**src/rtl/dlac_pkg.sv**
```systemverilog
// constants for the deserializer link audio configuration register group
package dlac_pkg;
	localparam logic [7:0] OFS_TALLY = 8'h25;
	localparam logic [7:0] OFS_HIGH = 8'h26;
	localparam logic [7:0] OFS_LOW = 8'h27;
	localparam logic [7:0] OFS_PATH = 8'h28;
	localparam logic [7:0] OFS_AUDIO = 8'h2b;
	localparam logic [7:0] OFS_MODE = 8'h34;
	localparam logic [7:0] RST_TALLY = 8'h00;
	localparam logic [7:0] RST_HIGH = 8'h83;
	localparam logic [7:0] RST_LOW = 8'h84;
	localparam logic [7:0] RST_PATH = 8'h00;
	localparam logic [7:0] RST_AUDIO = 8'h00;
	localparam logic [1:0] RST_MODE = 2'h0;
	localparam logic [7:0] PATH_WMASK = 8'hbf;
	localparam logic [7:0] PATH_REMOTE_MASK = 8'h3f;
	localparam logic [7:0] AUDIO_WMASK = 8'h01;
	localparam int B_KEEP = 7;
	localparam int B_NOVIDEO = 5;
	localparam int B_DUAL = 4;
	localparam int B_ALT = 3;
	localparam int B_NOI2S = 2;
	localparam int B_SYNC = 1;
	localparam int B_SURR = 0;
	localparam int B_OVR = 3;
	localparam int B_UND = 2;
	localparam int B_ERRCLR = 1;
	localparam int B_RISE = 0;
	localparam int B_MODE = 3;
	localparam int UNIT_NS = 50;
	localparam int CLK_NS = 20;
	localparam int UNIT_CYC = (UNIT_NS + CLK_NS - 1) / CLK_NS;
	localparam logic [1:0] MODE_AUTO = 2'h0;
	localparam logic [1:0] MODE_DUAL = 2'h1;
	localparam logic [1:0] MODE_PRI = 2'h2;
	localparam logic [1:0] MODE_SEC = 2'h3;
endpackage : dlac_pkg

```
**src/rtl/dlac_regs.sv**
```systemverilog
// register group: self-test tally, master clock widths, path config, audio control
//
// Contract
// read-only self-test error tally at 0x25
// master clock high for high-width units
// high width resets to 0x83
// master clock low width, resets 0x84
// slave data setup uses low width
// bit 7 blocks remote config updates
// bit 5 remote video-disabled status
// bit 4 single/dual link from remote
// bit 3 alternate audio on gpio pins
// bit 1 sync bits in stream
// bit 0 surround audio enable
// overrun bit 3, underrun bit 2
// write 1 bit 1 clears fifo errors
// bit 0 selects audio strobe edge
// link input mode field selection
// reserved bits read zero
module dlac_regs (
	input wire logic clk,
	input wire logic rst,
	input wire logic ce,
	input wire logic reg_wr,
	input wire logic reg_rd,
	input wire logic [7:0] reg_addr,
	input wire logic [7:0] reg_wdata,
	output logic [7:0] reg_rdata,
	input wire logic tally_inc,
	input wire logic tally_clr,
	input wire logic remote_valid,
	input wire logic [7:0] remote_cfg,
	input wire logic fifo_overrun,
	input wire logic fifo_underrun,
	input wire logic master_run,
	output logic master_scl,
	input wire logic slave_hold,
	output logic slave_release,
	input wire logic rx_dual_detect,
	output logic use_dual,
	output logic use_secondary,
	output logic video_disabled,
	output logic alt_audio_en,
	output logic audio_disabled,
	output logic sync_bits_in_stream,
	output logic surround_en,
	output logic strobe_rising
);
	logic [7:0] tally_reg;
	logic [7:0] high_reg;
	logic [7:0] low_reg;
	logic [7:0] path_reg;
	logic [7:0] path_next;
	logic [1:0] mode_reg;
	logic ovr_reg;
	logic und_reg;
	logic rise_reg;
	logic [7:0] unit_reg;
	logic [7:0] width_reg;
	logic phase_reg;
	logic [7:0] setup_reg;
	logic settle_reg;
	logic [7:0] rdata_reg;

	typedef enum logic [1:0] {
		SL_IDLE = 2'b01,
		SL_SETUP = 2'b10
	} dlac_slave_t;
	dlac_slave_t slave_reg;

	function automatic logic hit(input logic [7:0] a, input logic [7:0] ofs);
		return a == ofs;
	endfunction : hit

	wire wr_high = reg_wr && hit(reg_addr, dlac_pkg::OFS_HIGH);
	wire wr_low = reg_wr && hit(reg_addr, dlac_pkg::OFS_LOW);
	wire wr_path = reg_wr && hit(reg_addr, dlac_pkg::OFS_PATH);
	wire wr_audio = reg_wr && hit(reg_addr, dlac_pkg::OFS_AUDIO);
	wire wr_mode = reg_wr && hit(reg_addr, dlac_pkg::OFS_MODE);
	wire err_clr = wr_audio && reg_wdata[dlac_pkg::B_ERRCLR];
	wire keep_local_path_cfg = path_reg[dlac_pkg::B_KEEP];
	wire take_remote = remote_valid && !keep_local_path_cfg;
	wire unit_tick = unit_reg == 8'(dlac_pkg::UNIT_CYC - 1);
	wire [7:0] cur_width = phase_reg ? high_reg : low_reg;
	wire width_done = unit_tick && (width_reg + 8'h01 >= cur_width);
	wire setup_done = unit_tick && (setup_reg + 8'h01 >= low_reg);
	wire [7:0] audio_view = {4'h0, ovr_reg, und_reg, 1'b0, rise_reg};
	wire [7:0] mode_view = 8'(mode_reg) << dlac_pkg::B_MODE;

	always_comb begin
		path_next = path_reg;
		if (take_remote)
			path_next = (path_reg & ~dlac_pkg::PATH_REMOTE_MASK)
				| (remote_cfg & dlac_pkg::PATH_REMOTE_MASK);
		if (wr_path)
			path_next = reg_wdata & dlac_pkg::PATH_WMASK;
	end

	wire [7:0] rd_mux =
		hit(reg_addr, dlac_pkg::OFS_TALLY) ? tally_reg :
		hit(reg_addr, dlac_pkg::OFS_HIGH) ? high_reg :
		hit(reg_addr, dlac_pkg::OFS_LOW) ? low_reg :
		hit(reg_addr, dlac_pkg::OFS_PATH) ? path_reg :
		hit(reg_addr, dlac_pkg::OFS_AUDIO) ? audio_view :
		hit(reg_addr, dlac_pkg::OFS_MODE) ? mode_view : 8'h00;

	always_ff @(posedge clk) begin
		if (rst) begin
			tally_reg <= dlac_pkg::RST_TALLY;
			high_reg <= dlac_pkg::RST_HIGH;
			low_reg <= dlac_pkg::RST_LOW;
			path_reg <= dlac_pkg::RST_PATH;
			mode_reg <= dlac_pkg::RST_MODE;
			rise_reg <= dlac_pkg::RST_AUDIO[dlac_pkg::B_RISE];
			rdata_reg <= 8'h00;
		end else if (ce) begin
			if (tally_clr)
				tally_reg <= dlac_pkg::RST_TALLY;
			else if (tally_inc && tally_reg != 8'hff)
				tally_reg <= tally_reg + 8'h01;
			if (wr_high)
				high_reg <= reg_wdata;
			if (wr_low)
				low_reg <= reg_wdata;
			path_reg <= path_next;
			if (wr_mode)
				mode_reg <= reg_wdata[dlac_pkg::B_MODE +: 2];
			if (wr_audio)
				rise_reg <= reg_wdata[dlac_pkg::B_RISE];
			if (reg_rd)
				rdata_reg <= rd_mux;
		end
	end

	// sticky fifo errors, set wins over clear
	always_ff @(posedge clk) begin
		if (rst) begin
			ovr_reg <= 1'b0;
			und_reg <= 1'b0;
		end else if (ce) begin
			ovr_reg <= fifo_overrun | (ovr_reg & ~err_clr);
			und_reg <= fifo_underrun | (und_reg & ~err_clr);
		end
	end

	// master clock generator in 3-clock (60 ns) units
	always_ff @(posedge clk) begin
		if (rst) begin
			unit_reg <= 8'h00;
			width_reg <= 8'h00;
			phase_reg <= 1'b1;
		end else if (ce) begin
			unit_reg <= (unit_tick || (!master_run && slave_reg == SL_IDLE)) ? 8'h00
				: unit_reg + 8'h01;
			if (!master_run) begin
				width_reg <= 8'h00;
				phase_reg <= 1'b1;
			end else if (width_done) begin
				width_reg <= 8'h00;
				phase_reg <= ~phase_reg;
			end else if (unit_tick) begin
				width_reg <= width_reg + 8'h01;
			end
		end
	end

	// slave clock stretch: data setup before release
	always_ff @(posedge clk) begin
		if (rst) begin
			slave_reg <= SL_IDLE;
			setup_reg <= 8'h00;
			settle_reg <= 1'b0;
		end else if (ce) begin
			settle_reg <= 1'b0;
			unique case (slave_reg)
				SL_IDLE: begin
					setup_reg <= 8'h00;
					if (slave_hold)
						slave_reg <= SL_SETUP;
				end
				SL_SETUP: begin
					if (setup_done) begin
						slave_reg <= SL_IDLE;
						settle_reg <= 1'b1;
					end else if (unit_tick) begin
						setup_reg <= setup_reg + 8'h01;
					end
				end
			endcase
		end
	end

	assign reg_rdata = rdata_reg;
	assign master_scl = phase_reg;
	assign slave_release = settle_reg;
	assign video_disabled = path_reg[dlac_pkg::B_NOVIDEO];
	assign alt_audio_en = path_reg[dlac_pkg::B_ALT];
	assign audio_disabled = path_reg[dlac_pkg::B_NOI2S];
	assign sync_bits_in_stream = path_reg[dlac_pkg::B_SYNC];
	assign surround_en = path_reg[dlac_pkg::B_SURR];
	assign strobe_rising = rise_reg;
	assign use_dual = (mode_reg == dlac_pkg::MODE_DUAL)
		|| (mode_reg == dlac_pkg::MODE_AUTO && path_reg[dlac_pkg::B_DUAL]);
	assign use_secondary = mode_reg == dlac_pkg::MODE_SEC;
endmodule : dlac_regs

```
**config.mk**
```make
export PLATFORM = sky130hd
export DESIGN_NAME = dlac_regs
export DESIGN_NICKNAME = d
export VERILOG_FILES = /design/src/rtl/dlac_pkg.sv /design/src/rtl/dlac_regs.sv
export SDC_FILE = /design/constraint.sdc
export NUM_CORES = 1
export LEC_CHECK = 0
export ABC_AREA = 1
export BUFFER_PORTS_ARGS = -buffer_cell sky130_fd_sc_hd__buf_2
export CORE_MARGIN = 8
export CORE_UTILIZATION = 53
export CTS_BUF_LIST = sky130_fd_sc_hd__clkbuf_8 sky130_fd_sc_hd__clkbuf_16
export CTS_CLUSTER_DIAMETER = 200
export DETAILED_ROUTE_END_ITERATION = 10
export PLACE_DENSITY = 0.78
export REMOVE_ABC_BUFFERS = 1
export SLEW_MARGIN = 25
export SYNTH_ARGS = -nofsm -noshare
export SYNTH_HDL_FRONTEND = slang
export SYNTH_SLANG_ARGS = --single-unit
```
**constraint.sdc**
```tcl
create_clock -name clk -period 2 [get_ports clk]
set_clock_uncertainty 0.05 [all_clocks]
set_input_delay 0.2 -clock clk [delete_from_list [all_inputs] [get_ports clk]]
set_output_delay 0.2 -clock clk [all_outputs]
set_load 0.02 [all_outputs]
```
* After elaboration in Yosys (flattened, before gate mapping) *
Cells that the tools add are included.

storage, ports and cells
  bits in registers = 73
  latch bits = 0
  bits in writable memories = 0
  ROM bits = 0
  memories = 0

operators by class
  add/sub/neg operators = 4
  $mul = 0
  div/mod/pow operators = 0
  order comparisons = 2
  equality and inequality tests = 18
  shifts and indexed selects = 0
  mux-type cells = 25
  bitwise gates (word level) = 7
  reductions and logical operators = 30

operators with widths
  kind                 number
  $mux 8               15
  $eq 8x6->1 const B   6
  $add 8x1->8 const B  4
  $reduce_and 2->1     9
  $ge 8x8->1           2
  $pmux 8 s2           1
  $logic_and 1x1->1    12
  $mux 5               2
  $eq 8x2->1 const B   1
  $ne 2x2->1 const B   4
  $ne 8x8->1 const B   1
  $or 8x6->8           1
  $reduce_and 3->1     2
  $eq 2x1->1 const B   2
  $eq 2x2->1 const B   2
  $mux 1               4
  $mux 2               2
  $pmux 2 s2           1
  $reduce_bool 2->1    2
  $ne 3x1->1 const B   1
  $and 1x1->1          2
  $logic_not 1->1      2
  $logic_not 2->1      1
  $logic_or 1x1->1     2
  other kinds (3)      5

* Longest topological paths before layout *
  depth in word-level cells = 7
  mapped depth = 16
  depth with buffers taken out = 16

* Least setup slack after synthesis *
OpenSTA, ideal clock, no wires.

  path type = flip-flop to flip-flop
  start point = reg phase_reg, in the netlist master_scl
  end point = reg phase_reg, in the netlist master_scl
  arrival = 2.051 ns
  path slack = -0.234 ns
  cell stages (with the launch flop) = 14
  cell sequence = dfxtp_1 clkbuf_1 clkbuf_1 o21ai_0 ha_1 nand2_1 nor2_1 nand4_1 nand3_1 nand2_1 nand2_1 nand2_1 nand2_1 nand3_1

between the ends
  longest elaborated chain between the ends = 5
  elaborated cells on any way between the ends = 8
  classes of those cells = 1 x order compare; 1 x eq/ne; 3 x mux; 1 x bitwise; 2 x reduce/logical

ends and longest elaborated chain
  item                               line              text
  start: declaration                 dlac_regs.sv:60   logic phase_reg;
  start signal: assignment           dlac_regs.sv:160  phase_reg <= ~phase_reg;
  $mux 8                             dlac_regs.sv:84   wire [7:0] cur_width = phase_reg ? high_reg : low_reg;
  $ge 8x8->1                         dlac_regs.sv:85   wire width_done = unit_tick && (width_reg + 8'h01 >= cur_width);
  $logic_and 1x1->1                  dlac_regs.sv:85
  $ne 2x1->1 (no source line)        n/a
  $reduce_and 2->1 (no source line)  n/a

Parallel ways exist; a longest one is shown, timed or not. The select of a mux whose other input is x is not followed.
A chain may end at the register's enable or synchronous reset.

* Worst setup path after layout *
  start point = reg setup_reg[1]
  end point = reg setup_reg[1]

between the ends
  longest elaborated chain between the ends = 5
  elaborated cells on any way between the ends = 8
  classes of those cells = 1 x add/sub; 1 x order compare; 1 x eq/ne; 3 x mux; 2 x reduce/logical

ends and longest elaborated chain
  item                               line                               text
  start: declaration                 dlac_regs.sv:61                    logic [7:0] setup_reg;
  start signal: assignment           dlac_regs.sv:186                   setup_reg <= setup_reg + 8'h01;
  $add 8x1->8 (*)                    dlac_regs.sv:86, dlac_regs.sv:186
  $ge 8x8->1                         dlac_regs.sv:86                    wire setup_done = unit_tick && (setup_reg + 8'h01 >= low_reg);
  $logic_and 1x1->1                  dlac_regs.sv:86
  $ne 2x2->1 (no source line)        n/a
  $reduce_and 3->1 (no source line)  n/a

Mark *: on every way between the ends. The rest lies on a longest branch, timed or not. The select of a mux whose other input is x is not followed.

==> results.py <==
metrics = {
    "outcome": {
        "status": "finished with violations",
        "failed_checks": "negative setup slack",
    },
    "timing": {
        "whs_ns": 0.04355,
        "setup_viol": 20,
        "rsz0062_at_grt": "true",
        "min_period_ns": 2.417,
        "tightest_slew_ns": 0.5534,
        "finalCritPeriodShare_pct": 120.9,
        "max_freq_mhz": 413.7,
        "timing.final.ws_setup_ns": -0.4170,
        "hold_viol_final": 0,
        "maxSlewHeadroom_pct": 62.83,
        "slew_viol_final": 0,
    },
    "setup_path": {
        "crit_arrival_ns": 2.60,
        "worstSetupPathType": "flop to flop",
        "slowest_delay_ns": 0.37,
        "critPathLaunchType": "flop",
        "cpMostUsedCell": "nand2_2",
        "crit_required_ns": 2.18,
        "path_cells": "inv_2, nor3_2, buf_4, nand3_1, nand2_2, inv_2, ha_4, nand2_2, nor2_4, nand2_2, nand4_1, nand2_4, nand2_4, nand2_2, nand2_2, nor2_1",
        "critical_path.top_delay_family": "simple AND/OR/NAND/NOR gates",
        "slowest_stage": "dfxtp_2",
        "path_buf_inv": 3,
        "cp-end-kind": "flop",
        "cp_max_fo": 8,
    },
    "placed_design": {
        "post-dp-hpwl_um": 8528,
        "dpl_worst_slack_ns": -0.3601,
        "io_buffer_count": 51,
        "gp_congestion": 0.8950,
    },
    "drt": {
        "dr.first_iter.drc_count": 325,
        "vias": 4430,
        "first_pass_iters": 6,
        "wire_per_inst_um": 15.60,
        "viasPerCell": 5.483,
        "route.detailed.drc": 0,
        "ant_nets": 0,
        "wirelength_um": 12610,
    },
    "die": {
        "fp.dieW_um": 105.2,
        "initial_core_util_pct": 54.60,
        "die_h_um": 105.2,
        "num_io_pins": 55,
        "fp-row-count": 32,
        "die_area_um2": 11070,
        "core_um2": 7727,
    },
    "clocking": {
        "clk_pin_slew_worst_paths_ns": 0.08,
        "cts_htree_levels": 3,
        "clock_latency_ns": 0.36,
        "clockBufferDepth": 2,
        "cts_tree": "done",
        "cts_sinks": 72,
        "numCtsBuffers": 9,
        "ctsRootBufferMaster": "clkbuf_8",
    },
    "yosys": {
        "synth_warnings": 0,
        "synth_seq_area_share_pct": 34.16,
        "synth_flop_cell": "dfxtp_1",
        "synth_edf_count": 0,
        "syn_area_um2": 4219,
        "synth.avg_cell_area_um2": 6.894,
        "synth_cell_types": 38,
        "synth_seq_cells": 72,
        "synthCells": 612,
        "synthArstFlopShare_pct": 0,
    },
    "pwr": {
        "p_sw_share_pct": 27.95,
        "finalPower_w": 0.003312,
        "internal_power_w": 0.002386,
        "clock_power_share_pct": 39.6,
        "switchingPower_w": 0.0009258,
        "combPwrFrac_pct": 14.9,
        "power_density_nw_per_um2": 621.9,
        "ir_drop_mv": 0.5118,
        "power.leakage_nw": 2.473,
        "seqPwrFrac_pct": 45.4,
    },
    "layout": {
        "regArea_um2": 1454,
        "area_growth_pct": 26.22,
        "nFillCells": 613,
        "multiInputGateArea_um2": 2590,
        "drive_gt1_share_pct": 27.90,
        "nets": 760,
        "final_common_cell": "nand2_1",
        "diodes": 0,
        "layout_common_cells": "127 x nand2_1, 84 x inv_1, 66 x dfxtp_1",
        "postLayoutCoreUtil_pct": 68.91,
    },
    "min_path": {
        "hold_class": "input port to flop",
    },
    "global_route": {
        "busiest_layer": "met2",
        "met3_usage_pct": 2.984,
        "grt_max_degree": 31,
        "antenna_found_initial": 0,
        "grt_overflow": 0,
        "track_usage_pct": 22.06,
        "grt_use_met2_pct": 39.39,
        "grt_use_met1_pct": 26.21,
        "grt_pass1_wl_um": 20170,
        "grt_pass1_vias": 4256,
    },
    "run": {
        "cap_violations": 0,
    },
}
per-layer routing:
metal	share of wire, %	vias up
met1	41	2061
met5	0	-
met3	5.4	28
met4	2.6	0
li1	-	2169
met2	51	172
worst reg2reg max path, delay by kind of cell (launching register included):
kind	cells	cell delay (ns)
and+or+nand+nor	12	1.33
DFF	1	0.37
buffers and inverters	3	0.28
adders and majority gates	1	0.27
power groups by stage:
stage	sequential, W	combinational [W]	clock (W)
3_3_place_gp	0.00154	0.000406	0
2_1_floorplan	0.00155	0.000216	0
3_5_place_dp	0.00154	0.000421	0
4_1_cts	0.00150	0.000451	0.00131
5_1_grt	0.00151	0.000541	0.00138
6_report	0.00151	0.000494	0.00131
cell families (layout without fill, tap and decap cells):
group,Yosys count,in the layout,share of synthesized area [%]
AO/OA/AOI/OAI,120,120,15.10
XOR/XNOR,15,15,3.114
buffers and inverters,112,205,10.56
AND/OR/NAND/NOR,272,273,30.84
adder cells (fa/ha/maj),21,21,6.228
flip-flops,72,72,34.16
per-stage QoR:
stage / setup TNS (ns) / instances / instance area [um^2]
6_report: -5.829 / 808 / 5325
5_1_grt: -8.625 / 808 / 5325
4_1_cts: -4.080 / 808 / 5220
3_5_place_dp: -5.048 / 786 / 4787
3_3_place_gp: -3.150 / 786 / 4787
2_1_floorplan: -1.489 / 598 / 4141
final cells by class:
cell class	instances	area share, %
multi-input cells	429	48.64
flip-flops and latches	72	27.30
repair buffers	92	10.64
inverters	98	6.908
clock buffers	10	2.585
well taps	102	2.397
clock inverters	5	1.527
cell usage after synthesis (all sizes together) (2+ instances only):
master  instances  area (um^2)
o211ai          3        22.52
ha             21        262.8
nand2         148        601.8
a21oi          49        245.2
nand3          30        172.7
or2             2        12.51
xnor2           2        17.52
inv            98        367.9
a21o            2        15.01
a31oi           5        31.28
dfxtp          72         1441
nor4            2        27.53
o21a            2        15.01
o21ai          56        284.0
clkbuf         12        55.05
buf             2        22.52
xor2           13        113.9
nor2           57        282.8
nor3           11        65.06
nand4          21        131.4
path summary, 6_finish.rpt:
kind                                                 from                   endpoint  depth (start not counted)  slack, ns
worst min register to register   high_reg[3]$_SDFFE_PP0P_   high_reg[3]$_SDFFE_PP0P_                          2       0.42
worst min-delay path                         fifo_overrun       ovr_reg$_SDFFE_PP0P_                          3       0.04
worst max-delay path            setup_reg[1]$_SDFFE_PP0P_  setup_reg[1]$_SDFFE_PP0P_                         16      -0.42
worst max register to register  setup_reg[1]$_SDFFE_PP0P_  setup_reg[1]$_SDFFE_PP0P_                         16      -0.42
timing repair:
| action | in CTS | in global routing |
|---|---|---|
| setup endpoints to repair | 20 | 20 |
| setup buffers | 6 | 1 |
| gates resized for setup | 34 | 32 |
| hold buffers | 0 | 0 |
| pin swaps | 20 | 23 |
| cloned | 1 | 0 |
Power figures use the tool's default switching activity.
